<file path="src/alert_pkg.sv">
// Package: status and alert aggregator constants and carriers
package alert_pkg;
	localparam int unsigned lat_count = 32;
	localparam int unsigned grp_count = 4;
	localparam int unsigned grp_width = 8;
	localparam int unsigned adr_width = 4;
	localparam logic [3:0] adr_status0 = 4'h0;
	localparam logic [3:0] adr_status1 = 4'h1;
	localparam logic [3:0] adr_status2 = 4'h2;
	localparam logic [3:0] adr_status3 = 4'h3;
	localparam logic [3:0] adr_mask0 = 4'h4;
	localparam logic [3:0] adr_mask1 = 4'h5;
	localparam logic [3:0] adr_mask2 = 4'h6;
	localparam logic [3:0] adr_mask3 = 4'h7;
	localparam logic [3:0] adr_summary = 4'h8;
	localparam logic [3:0] adr_ctrl = 4'h9;
	localparam int unsigned ctrl_clear_all_bit = 0;
	localparam int unsigned sum_off_bit = 4;
	localparam int unsigned sum_pgood_n_bit = 5;
	localparam int unsigned sum_alert_bit = 6;
	localparam logic [31:0] lat_reset = 32'h0000_0000;
	localparam logic [31:0] mask_reset = 32'h0000_0000;
	localparam logic [7:0] rd_unmapped = 8'h00;

	typedef struct packed {
		logic [3:0] addr;
		logic [7:0] wdata;
		logic wr;
		logic rd;
	} reg_req_s;

	typedef struct packed {
		logic clear_faults;
		logic ara_done;
		logic output_cycle;
	} host_evt_s;

	typedef enum logic [1:0] {
		alert_idle = 2'b01,
		alert_low = 2'b10
	} alert_state_e;
endpackage

</file>
<file path="src/status_latch_bank.sv">
// Status latch bank: sticky per-bit latches, set wins over pulsed clear
`timescale 1ns/1ps
module status_latch_bank #(
	parameter int unsigned WIDTH = 32
) (
	// Clock and reset
	input wire logic core_clk,
	input wire logic srst,
	// Events and clears
	input wire logic [WIDTH-1:0] event_in,
	input wire logic [WIDTH-1:0] clr_pulse,
	// Latch outputs
	output logic [WIDTH-1:0] lat_q,
	output logic [WIDTH-1:0] lat_rise
);
	import alert_pkg::*;
	logic [WIDTH-1:0] lat_r;
	logic [WIDTH-1:0] lat_nxt;
	logic [WIDTH-1:0] rise_r;
	logic [WIDTH-1:0] rise_nxt;

	genvar i;
	generate
		for (i = 0; i < WIDTH; i++) begin : g_lat
			always_comb begin
				// Clear is only a pulse, a live event re-sets at once
				lat_nxt[i] = event_in[i] | (lat_r[i] & ~clr_pulse[i]);
				// Re-set after a clear is a fresh edge, else a lasting fault never re-alerts
				rise_nxt[i] = event_in[i] & (~lat_r[i] | clr_pulse[i]);
			end
		end
	endgenerate

	always_ff @(posedge core_clk) begin
		if (srst) begin
			lat_r <= WIDTH'(lat_reset);
			rise_r <= '0;
		end else begin
			lat_r <= lat_nxt;
			rise_r <= rise_nxt;
		end
	end

	assign lat_q = lat_r;
	assign lat_rise = rise_r;

	a_set_wins: assert property (@(posedge core_clk) disable iff (srst)
		(event_in != '0) |=> ((lat_r & $past(event_in)) == $past(event_in)))
		else $error("event lost against a clear");
	a_sticky_hold: assert property (@(posedge core_clk) disable iff (srst)
		(clr_pulse == '0) |=> ((lat_r & $past(lat_r)) == $past(lat_r)))
		else $error("latch dropped without a clear");
	a_reset_rises: assert property (@(posedge core_clk) disable iff (srst)
		((event_in & clr_pulse) != '0)
		|=> ((rise_r & $past(event_in & clr_pulse)) == $past(event_in & clr_pulse)))
		else $error("re-set after clear gave no edge");
endmodule // status_latch_bank

</file>
<file path="src/status_alert_aggregator.sv">
// Status latches, summary bits and active-low alert line
//
// Contract
// - A detected event sets its status latch; the latch forms the status bit.
// - Each of summary bits 0 to 3 is the OR of its group of status bits.
// - Summary clears with the last contributing bit, stays while any remains.
// - Off and power-good-low summary bits follow live state, never cleared.
// - A still-active event re-sets its bit at once and re-raises alert.
// - The mask lets the host stop re-alerts from a lasting condition.
// - A set mask bit blocks its latch from the alert circuit.
// - A clear mask bit passes its latch to the alert circuit.
// - Alert asserts low on a rising edge of an unmasked latch.
// - Alert stays low until cleared; address sent to alert response releases it.
// - Clear-faults command releases the alert line.
// - Writing a one to a status bit resets that latch.
// - Every clear is a one-cycle pulse on the latch.
// - A lasting event never reads back as cleared.
// - Status write: ones clear set bits, zeros leave bits alone.
// - Latches stay set until cleared, clear-faults, output off-on, or reset.
// - Summary register takes no write-one clear.
//
// Added by the designer: the placing of the registers and the address-and-strobe port.
`timescale 1ns/1ps
module status_alert_aggregator #(
	parameter int unsigned LATCHES = 32
) (
	// Clock and reset
	input wire logic core_clk,
	input wire logic srst,
	// Event detectors and live state, same clock domain
	input wire logic [LATCHES-1:0] event_in,
	input wire logic off_state,
	input wire logic pgood_n_state,
	// Host transaction engine strobes
	input wire alert_pkg::host_evt_s host_evt,
	// Register port
	input wire alert_pkg::reg_req_s reg_req,
	output logic [7:0] rd_data,
	// Alert line and interrupt
	output logic alert_out_n,
	output logic irq
);
	import alert_pkg::*;

	logic [LATCHES-1:0] lat_q;
	logic [LATCHES-1:0] lat_rise;
	logic [LATCHES-1:0] clr_pulse;
	logic [LATCHES-1:0] mask_r;
	logic [LATCHES-1:0] mask_nxt;
	logic [LATCHES-1:0] gated;
	logic [grp_count-1:0] grp_or;
	logic [7:0] summary;
	logic [7:0] rd_r;
	logic [7:0] rd_nxt;
	logic [7:0] ctrl_r;
	logic [7:0] ctrl_nxt;
	alert_state_e st_r;
	alert_state_e st_nxt;
	logic alert_n_r;
	logic alert_n_nxt;
	logic irq_r;
	logic irq_nxt;
	logic edge_any;
	logic release_evt;

	// Write-one-to-clear decode, one pulse per access
	always_comb begin
		clr_pulse = '0;
		if (reg_req.wr && reg_req.addr < 4'(grp_count)) begin
			for (int g = 0; g < int'(grp_count); g++) begin
				if (reg_req.addr == 4'(g)) begin
					clr_pulse[g*grp_width +: grp_width] = reg_req.wdata;
				end
			end
		end
		// Global clears hit every latch for one cycle only
		if (host_evt.clear_faults || host_evt.output_cycle) begin
			clr_pulse = '1;
		end
		if (reg_req.wr && reg_req.addr == adr_ctrl && reg_req.wdata[ctrl_clear_all_bit]) begin
			clr_pulse = '1;
		end
	end

	status_latch_bank #(
		.WIDTH(LATCHES)
	) u_bank (
		.core_clk(core_clk),
		.srst(srst),
		.event_in(event_in),
		.clr_pulse(clr_pulse),
		.lat_q(lat_q),
		.lat_rise(lat_rise)
	);

	// Summary is pure combinational OR, so it drops with the last bit
	genvar gi;
	generate
		for (gi = 0; gi < grp_count; gi++) begin : g_sum
			assign grp_or[gi] = |lat_q[gi*grp_width +: grp_width];
		end
	endgenerate

	always_comb begin
		summary = '0;
		summary[grp_count-1:0] = grp_or;
		summary[sum_off_bit] = off_state;
		summary[sum_pgood_n_bit] = pgood_n_state;
		summary[sum_alert_bit] = ~alert_n_r;
	end

	// Mask register, and its gate ahead of the alert circuit
	always_comb begin
		mask_nxt = mask_r;
		if (reg_req.wr) begin
			for (int g = 0; g < int'(grp_count); g++) begin
				if (reg_req.addr == adr_mask0 + 4'(g)) begin
					mask_nxt[g*grp_width +: grp_width] = reg_req.wdata;
				end
			end
		end
		ctrl_nxt = ctrl_r;
		if (reg_req.wr && reg_req.addr == adr_ctrl) begin
			ctrl_nxt = reg_req.wdata & ~8'h01;
		end
	end

	always_ff @(posedge core_clk) begin
		if (srst) begin
			mask_r <= LATCHES'(mask_reset);
			ctrl_r <= 8'h00;
		end else begin
			mask_r <= mask_nxt;
			ctrl_r <= ctrl_nxt;
		end
	end

	assign gated = lat_rise & ~mask_r;
	assign edge_any = |gated;
	assign release_evt = host_evt.ara_done | host_evt.clear_faults;

	// Alert line state machine
	always_comb begin
		st_nxt = st_r;
		unique case (st_r)
			alert_idle: begin
				if (edge_any) begin
					st_nxt = alert_low;
				end
			end
			alert_low: begin
				// A fresh edge in the release cycle keeps the line low
				if (release_evt && !edge_any) begin
					st_nxt = alert_idle;
				end
			end
			default: st_nxt = alert_idle;
		endcase
		alert_n_nxt = (st_nxt != alert_low);
		irq_nxt = (st_nxt == alert_low);
	end

	always_ff @(posedge core_clk) begin
		if (srst) begin
			st_r <= alert_idle;
			alert_n_r <= 1'b1;
			irq_r <= 1'b0;
		end else begin
			st_r <= st_nxt;
			alert_n_r <= alert_n_nxt;
			irq_r <= irq_nxt;
		end
	end

	// Read port; latch state already holds the re-set by the next cycle
	always_comb begin
		rd_nxt = 8'h00;
		if (reg_req.rd) begin
			if (reg_req.addr < 4'(grp_count)) begin
				rd_nxt = lat_q[reg_req.addr[1:0]*grp_width +: grp_width];
			end else if (reg_req.addr >= adr_mask0 && reg_req.addr <= adr_mask3) begin
				rd_nxt = mask_r[reg_req.addr[1:0]*grp_width +: grp_width];
			end else if (reg_req.addr == adr_summary) begin
				rd_nxt = summary;
			end else if (reg_req.addr == adr_ctrl) begin
				rd_nxt = ctrl_r;
			end else begin
				rd_nxt = rd_unmapped;
			end
		end
	end

	always_ff @(posedge core_clk) begin
		if (srst) begin
			rd_r <= 8'h00;
		end else begin
			rd_r <= rd_nxt;
		end
	end

	assign rd_data = rd_r;
	assign alert_out_n = alert_n_r;
	assign irq = irq_r;

	a_edge_alerts: assert property (@(posedge core_clk) disable iff (srst)
		(edge_any) |=> !alert_out_n)
		else $error("unmasked edge did not pull alert low");
	a_mask_blocks: assert property (@(posedge core_clk) disable iff (srst)
		(alert_out_n && !edge_any) |=> alert_out_n)
		else $error("alert fell without unmasked edge");
	a_alert_holds: assert property (@(posedge core_clk) disable iff (srst)
		(!alert_out_n && !release_evt) |=> !alert_out_n)
		else $error("alert released without a clear");
	a_clear_faults: assert property (@(posedge core_clk) disable iff (srst)
		(host_evt.clear_faults && !edge_any) |=> alert_out_n)
		else $error("clear faults did not release alert");
	a_summary_or: assert property (@(posedge core_clk) disable iff (srst)
		summary[0] == (|lat_q[7:0]))
		else $error("summary bit differs from group OR");
	a_live_bits: assert property (@(posedge core_clk) disable iff (srst)
		summary[sum_off_bit] == off_state && summary[sum_pgood_n_bit] == pgood_n_state)
		else $error("live summary bit does not follow state");
	a_w1c_clears: assert property (@(posedge core_clk) disable iff (srst)
		(reg_req.wr && reg_req.addr == adr_status0 && event_in[7:0] == 8'h00)
		|=> ((lat_q[7:0] & $past(reg_req.wdata)) == 8'h00))
		else $error("write one did not clear latch");
	a_persist_read: assert property (@(posedge core_clk) disable iff (srst)
		(reg_req.rd && reg_req.addr == adr_status0 && event_in[0] && $past(event_in[0]))
		|=> rd_data[0])
		else $error("lasting event read as clear");
	a_reassert: assert property (@(posedge core_clk) disable iff (srst)
		(event_in[0] && !lat_q[0] && !mask_r[0] && !(reg_req.wr && reg_req.addr == adr_mask0))
		|=> ##1 !alert_out_n)
		else $error("re-set did not re-raise alert");
	a_zero_keeps: assert property (@(posedge core_clk) disable iff (srst)
		(reg_req.wr && reg_req.addr == adr_status0 && reg_req.wdata == 8'h00
			&& !host_evt.clear_faults && !host_evt.output_cycle)
		|=> ((lat_q[7:0] & $past(lat_q[7:0])) == $past(lat_q[7:0])))
		else $error("zero write changed a latch");

	c_alert_raise: cover property (@(posedge core_clk) disable iff (srst)
		alert_out_n ##1 !alert_out_n);
	c_ara_release: cover property (@(posedge core_clk) disable iff (srst)
		!alert_out_n && host_evt.ara_done ##1 alert_out_n);
	c_reassert: cover property (@(posedge core_clk) disable iff (srst)
		host_evt.clear_faults && event_in[0] ##2 !alert_out_n);
	c_masked_event: cover property (@(posedge core_clk) disable iff (srst)
		lat_rise[0] && mask_r[0] && alert_out_n);
endmodule // status_alert_aggregator

</file>
<file path="config.mk">
export PLATFORM = sky130hd
export DESIGN_NAME = status_alert_aggregator
export DESIGN_NICKNAME = d
export VERILOG_FILES = /design/src/alert_pkg.sv /design/src/status_latch_bank.sv /design/src/status_alert_aggregator.sv
export SDC_FILE = /design/constraint.sdc
export NUM_CORES = 1
export LEC_CHECK = 0
export BUFFER_PORTS_ARGS = -buffer_cell sky130_fd_sc_hd__buf_2
export CAP_MARGIN = 20
export CORE_ASPECT_RATIO = 1.5
export CORE_UTILIZATION = 40
export DETAILED_ROUTE_END_ITERATION = 6
export PLACE_DENSITY = 0.58
export SETUP_SLACK_MARGIN = 0.02
export SYNTH_ARGS = -nofsm -noshare
export SYNTH_HDL_FRONTEND = slang
export SYNTH_SLANG_ARGS = --single-unit
</file>
<file path="constraint.sdc">
create_clock -name core_clk -period 2.17 [get_ports core_clk]
set_input_delay 0.651 -clock core_clk [delete_from_list [all_inputs] [get_ports core_clk]]
set_output_delay 0.651 -clock core_clk [all_outputs]
set_load 0.05 [all_outputs]
</file>
==> impl_results.md, run 1 <==
- Status: finished, final reports clean
- Synth Area in XOR/XNOR: 0%
- RSZ-0062 raised after global routing: no
- Worst-Margin Slew: 0.4670 ns
- Worst path required time: 2.44 ns
- GRT Resource Usage Total: 23.30%
- Die area: 0.01310 mm2
- Largest family of logic cells by synthesized area: simple AND/OR/NAND/NOR gates
- Hpwl dp: 10870 um
- Die Height: 139.7 um
- Area contributors post-synth: dfxtp_1, mux2i_1, mux4_2
- Crit-path max FO: 3
- Synth warn: 0
- Top-count cell post-synth: dfxtp_1
- Yosys top cell area share: 45.54%
- PnR Total Power: 5.900 mW
- Sink Count: 115
- Max-cap violations: 0
- Pre-antenna DRT Iters: 5
- Ys flop type: dfxtp_1
- Vias in the first global route: 4254
- Reg2Reg Depth: 7
- Final Net Count: 640
- IO Pins: 63
- Synth unique cells: 41
- GR Overflow Total: 0
- Final setup viols: 0
- CTS Hold Bufs: 0
- Mapped Area: 0.005055 mm2
- Setup bufs post-CTS: 0
- Inserted Diodes: 0
- Synth Register Bits: 115
- R2r endpoint: irq
- Mux cell area share after synthesis: 14.65%
- Largest net degree at the start of global routing: 63
- Highest Clock Rate: 0.4812 GHz
- Synth Area in Compound Gates: 15.05%
- Worst slack at placement: -0.1262 ns
- Max-slew violation count: 0
- Hold EP: u_bank.lat_q[7]
- Area Overhead vs Synth: 24.68%
- WL/cell: 19.11 um
- Setup Skew: 0.007859 ns
- Slew HR: 68.06%
- Cell area power density: 936.1 mW/mm2
- Crit end category: register
- Placer Congestion: 0.8433
- Mapped Avg Cell Area: 10.03 um2
- Layout cell share with drive strength beyond 1: 28.76%
- Worst min path class: primary input to register
- Lkg Pwr: 2.461 nW
- Initial core utilization: 41.64%
- Final core utilization: 51.92%
- CP max stage cell: a2111oi_2
- Worst r2r src: mask_r[16]
- Synthesized-area fraction occupied by adder cells: 0.4950%
- First-pass GRT wire length: 22500 um
- Crit share post-route: 95.77%
- VDD IR max: 0.0004510 V
- Worst path arrival time: 2.34 ns
- EDFF count, synth: 0
- Core Box Area: 0.01214 mm2
- Synthesized netlist cell count: 504
- H-tree depth: 4
- Bufs on Longest Clock Path: 2
- Delay of the slowest cell on the worst path: 0.43 ns
- I/O Buffers: 62
- Simple-gate area share of the yosys netlist: 19.18%
- Worst hold path depth: 2
- CP dominant cell by count: buf_4
- # rows: 49
- TritonCTS clock tree: done
- Setup TNS: 0 ns
- Most instantiated cells after synthesis: dfxtp_1, nor2_1, mux2i_1
- Routed WL: 14350 um
- Clk root buf: clkbuf_16
- Worst-Skew Late Latency: 0.41 ns
- Hold Fails Final Rpt: 0
- Syn nets: 559
- Vias per cell: 5.362
- R2R setup slack: 0.09 ns
- Worst path cell trace: nor2b_1 > a2111oi_2 > buf_4 > nand4_1 > buf_4 > o311ai_1 > a211oi_1
- Fraction of registers with async set/reset: 0%
- Hold WS: 0.4776 ns
- Remaining DRCs: 0
- Min-delay src: event_in[7]
- CTS Buf Count: 17
- Starting DRT DRC Count: 214
- DIE WIDTH: 93.79 um
- Routed vias: 4027
- Area leader, netlist: dfxtp_1
- Fin worst setup slack: 0.09188 ns
- Seq/Total Area, Yosys: 45.54%
- Initial antenna violation count: 0
- Critical path type: register to register
- Routed Antenna Nets: 0
- Post-route minimum period: 2.078 ns
- Crit path launch type: register
- CTS clk-pin slew, worst paths: 0.05 ns
## flip-flops by register name, indices dropped and copies added (netlist names)
name and count:
mask_r 32, u_bank.lat_q 32, u_bank.lat_rise 32, rd_data 8, ctrl_r 7, st_r 2
alert_out_n 1, irq 1
## worst max-delay path by stage
stage                             to  depth (start not counted)         from
detailed placement               irq                          7   mask_r[16]
CTS                              irq                          7   mask_r[16]
global placement                 irq                          7   mask_r[16]
global route                     irq                          7   mask_r[12]
finish                           irq                          7   mask_r[16]
floorplan           u_bank.lat_q[31]                          7  reg_req[13]
## kinds of logic after synthesis
logic type                 Yosys count
muxes                               54
AOI/OAI and AO/OA                  105
adders and majority gates            2
DFF                                115
buffers and inverters               56
and+or+nand+nor                    172
## layer usage
| metal | track usage, % | wire length (um) |
|---|---|---|
| met2 | 39.34 | 7340 |
| met3 | 5.191 | 716 |
| met4 | 11.90 | 443 |
| met5 | 0 | 0 |
| met1 | 27.20 | 5847 |
## critical path: cells and delay by family, from the launching register on
family,cells,cell delay (ns)
flip-flops,1,0.36
AO/OA/AOI/OAI,3,0.99
buffers and inverters,2,0.38
AND/OR/NAND/NOR,2,0.20
## power breakdown
part / switching (mW) / internal (mW)
combinational: 0.388 / 0.282
clock: 0.955 / 1.95
sequential: 0.0884 / 2.23
## layout make-up
| type | count | area [um2] |
|---|---|---|
| fillers | 1157 | 5837 |
| clock buffers | 24 | 501.7 |
| flip-flops and latches | 115 | 2302 |
| inverters | 29 | 108.9 |
| clock inverters | 8 | 122.6 |
| well taps | 153 | 191.4 |
| repair buffers | 89 | 565.5 |
| multi-input cells | 333 | 2510 |
## cell usage in the layout, fill, tap and decap left out, types with 13 or more instances in the layout
cell type and instances:
o211ai_1 18, nand2_1 13, mux4_2 16, buf_2 61
o21ai_0 17, dfxtp_1 115, nor2b_1 27, o21ba_2 16
nor3b_1 23, mux2i_1 38, buf_4 24, inv_1 29
nor2_1 73, clkbuf_16 17, a21oi_1 28
## through the flow
step | std cells | instance area [um2]
final | 751 | 6302
after detailed placement | 719 | 5664
after global placement | 719 | 5664
after floorplan | 504 | 5055
after CTS | 751 | 6295
after global routing | 751 | 6302
## timing repair
item | 4_1_cts | 5_1_grt
pin swaps | 0 | 0
setup endpoints to repair | 4 | 1
resized for setup | 2 | 1
Note: power is estimated with default switching activity, not from simulation.
==> run 2, diff against run 1 <==
- CAP_MARGIN: 20 -> default
- PLACE_DENSITY: 0.58 -> 0.64
==> impl_results.md, run 2 (synthesis results as in run 1) <==
- Setup TNS: 0 ns (unchanged)
- Die Height: 139.7 um (unchanged)
- Sequential power share: 39.6% (was 39.3%)
- Vias in the first global route: 4204 (was 4254)
- Core Box Area: 0.01214 mm2 (unchanged)
- Cell area power density: 923.9 mW/mm2 (was 936.1 mW/mm2)
- Pre-antenna DRT Iters: 4 (was 5)
- RSZ-0062 raised after global routing: no (unchanged)
- TritonCTS clock tree: done (unchanged)
- Min-delay src: event_in[1] (was event_in[7])
- Bufs on Longest Clock Path: 2 (unchanged)
- First-pass GRT wire length: 22480 um (was 22500 um)
- Cell Area, Placed: 0.005707 mm2 (was 0.005664 mm2)
- Final Net Count: 641 (was 640)
- Worst path required time: 2.46 ns (was 2.44 ns)
- Remaining DRCs: 0 (unchanged)
- Max-cap violations: 0 (unchanged)
- Final setup viols: 0 (unchanged)
- Worst hold path depth: 2 (unchanged)
- Critical path type: register to register (unchanged)
- Crit share post-route: 92.19% (was 95.77%)
- Vias per cell: 5.443 (was 5.362)
- Worst-Skew Late Latency: 0.42 ns (was 0.41 ns)
- I/O Buffers: 62 (unchanged)
- H-tree depth: 4 (unchanged)
- Routed vias: 4093 (was 4027)
- CTS clk-pin slew, worst paths: 0.05 ns (about the same)
- Logic pwr share: 11.7% (was 11.4%)
- Commonest non-fill, non-tap cell in the layout: dfxtp_1 (unchanged)
- DIE WIDTH: 93.79 um (unchanged)
- Initial antenna violation count: 0 (unchanged)
- Starting DRT DRC Count: 267 (was 214)
- Initial core utilization: 41.64% (unchanged)
- GRT Resource Usage Total: 23.31% (was 23.30%)
- Routed Antenna Nets: 0 (unchanged)
- Hold Fails Final Rpt: 0 (unchanged)
- Routed WL: 14460 um (was 14350 um)
- Worst r2r src: u_bank.lat_rise[16] (was mask_r[16])
- Sink Count: 115 (unchanged)
- Reg2Reg Depth: 7 (unchanged)
- R2r endpoint: irq (unchanged)
- Lkg Pwr: 2.463 nW (was 2.461 nW)
- Crit-path max FO: 3 (unchanged)
- Clock power share: 48.6% (was 49.3%)
- Highest Clock Rate: 0.4999 GHz (was 0.4812 GHz)
- Setup bufs post-CTS: 0 (unchanged)
- Clk root buf: clkbuf_16 (unchanged)
- Commonest cells after routing, fill and taps aside: dfxtp_1, nor2_1, buf_2 (unchanged)
- Placer Congestion: 0.8714 (was 0.8433)
- WL/cell: 19.23 um (was 19.11 um)
- IO Pins: 63 (unchanged)
- Worst min path class: primary input to register (unchanged)
- Worst slack at placement: -0.1477 ns (was -0.1262 ns)
- R2R setup slack: 0.17 ns (was 0.09 ns)
- Worst path arrival time: 2.29 ns (was 2.34 ns)
- Hpwl dp: 10900 um (was 10870 um)
- NetSw: 1.499 mW (was 1.432 mW)
- Area Overhead vs Synth: 25.27% (was 24.68%)
- Post-route minimum period: 2.001 ns (was 2.078 ns)
- Final core utilization: 52.16% (was 51.92%)
- CTS Buf Count: 17 (unchanged)
- Internal power: 4.352 mW (was 4.468 mW)
- Status: finished, final reports clean (unchanged)
- Max-slew violation count: 0 (unchanged)
- Hold EP: u_bank.lat_q[1] (was u_bank.lat_q[7])
- Setup Skew: 0.006736 ns (was 0.007859 ns)
- Slew HR: 67.53% (was 68.06%)
- VDD IR max: 0.0005043 V (was 0.0004510 V)
- Inserted Diodes: 0 (unchanged)
- Sw frac: 25.62% (was 24.27%)
- Worst-Margin Slew: 0.4747 ns (was 0.4670 ns)
- Final instance area: 0.006332 mm2 (was 0.006302 mm2)
- # rows: 49 (unchanged)
- Crit path launch type: register (unchanged)
- GR Overflow Total: 0 (unchanged)
- Crit end category: register (unchanged)
- Die area: 0.01310 mm2 (unchanged)
- Fin worst setup slack: 0.1695 ns (was 0.09188 ns)
- Largest net degree at the start of global routing: 43 (was 63)
- Layout cell share with drive strength beyond 1: 29.22% (was 28.76%)
run 2: cell types whose count changed in the layout (fill, tap and decap cells not counted), sizes merged:
| cell | previous run | this run |
|---|---|---|
| clkinvlp | 3 | 5 |
| clkbuf | 24 | 19 |
| clkinv | 2 | 5 |
| buf | 89 | 90 |
run 2: power by group through the flow:
stage          combinational, mW  clock (mW)  sequential (mW)
2_1_floorplan              0.385           0             2.39
3_3_place_gp               0.648           0             2.36
3_5_place_dp               0.669           0             2.36
4_1_cts                    0.674        2.86             2.32
5_1_grt                    0.746        2.96             2.33
6_report                   0.687        2.84             2.32
run 2: layer usage:
metal	part of all wire [%]	track usage [%]	up-vias
li1	-	-	1947
met5	0	0	-
met1	40	26.22	1956
met4	4.5	15.87	0
met2	51	38.42	142
met3	4.5	5.410	48
run 2: worst max-delay path: stages (launching register included):
cell,delay [ns]
dfxtp_1,0.30
nor2b_1,0.14
a2111oi_1,0.49
buf_4,0.20
nand4_1,0.09
buf_4,0.20
o311ai_2,0.33
a211oi_1,0.12
run 2: layout make-up:
| cell class | count | area [um2] |
|---|---|---|
| Clock buffer | 19 | 442.9 |
| Clock inverter | 13 | 160.2 |
| Fill cell | 1116 | 5807 |
| Inverter | 29 | 108.9 |
| Multi-Input combinational cell | 333 | 2519 |
| Sequential cell | 115 | 2302 |
| Tap cell | 153 | 191.4 |
| Timing Repair Buffer | 90 | 608.1 |
run 2: metrics by stage:
stage          hold WS, ns  instances  total power [mW]
2_1_floorplan       0.4601        504             2.774
3_3_place_gp        0.4808        720             3.003
3_5_place_dp        0.4875        720             3.027
4_1_cts             0.4558        752             5.851
5_1_grt             0.4666        752             6.029
6_report            0.4663        752             5.850
run 2: worst max path at each step:
stage	startpoint	to	slack (ns)	cells past startpoint
final	u_bank.lat_rise[16]	irq	0.17	7
after global routing	u_bank.lat_rise[16]	irq	0.08	7
after CTS	u_bank.lat_rise[16]	irq	0.09	7
after detailed placement	mask_r[12]	irq	-0.15	6
after global placement	mask_r[12]	irq	-0.08	6
after floorplan	reg_req[13]	u_bank.lat_q[31]	0.16	7
run 2: what timing repair did:
| action | 4_1_cts | 5_1_grt |
|---|---|---|
| hold buffers | 0 | 0 |
| pin swaps | 0 | 0 |
| endpoints found under the setup margin | 4 | 2 |
| resized for setup | 3 | 2 |
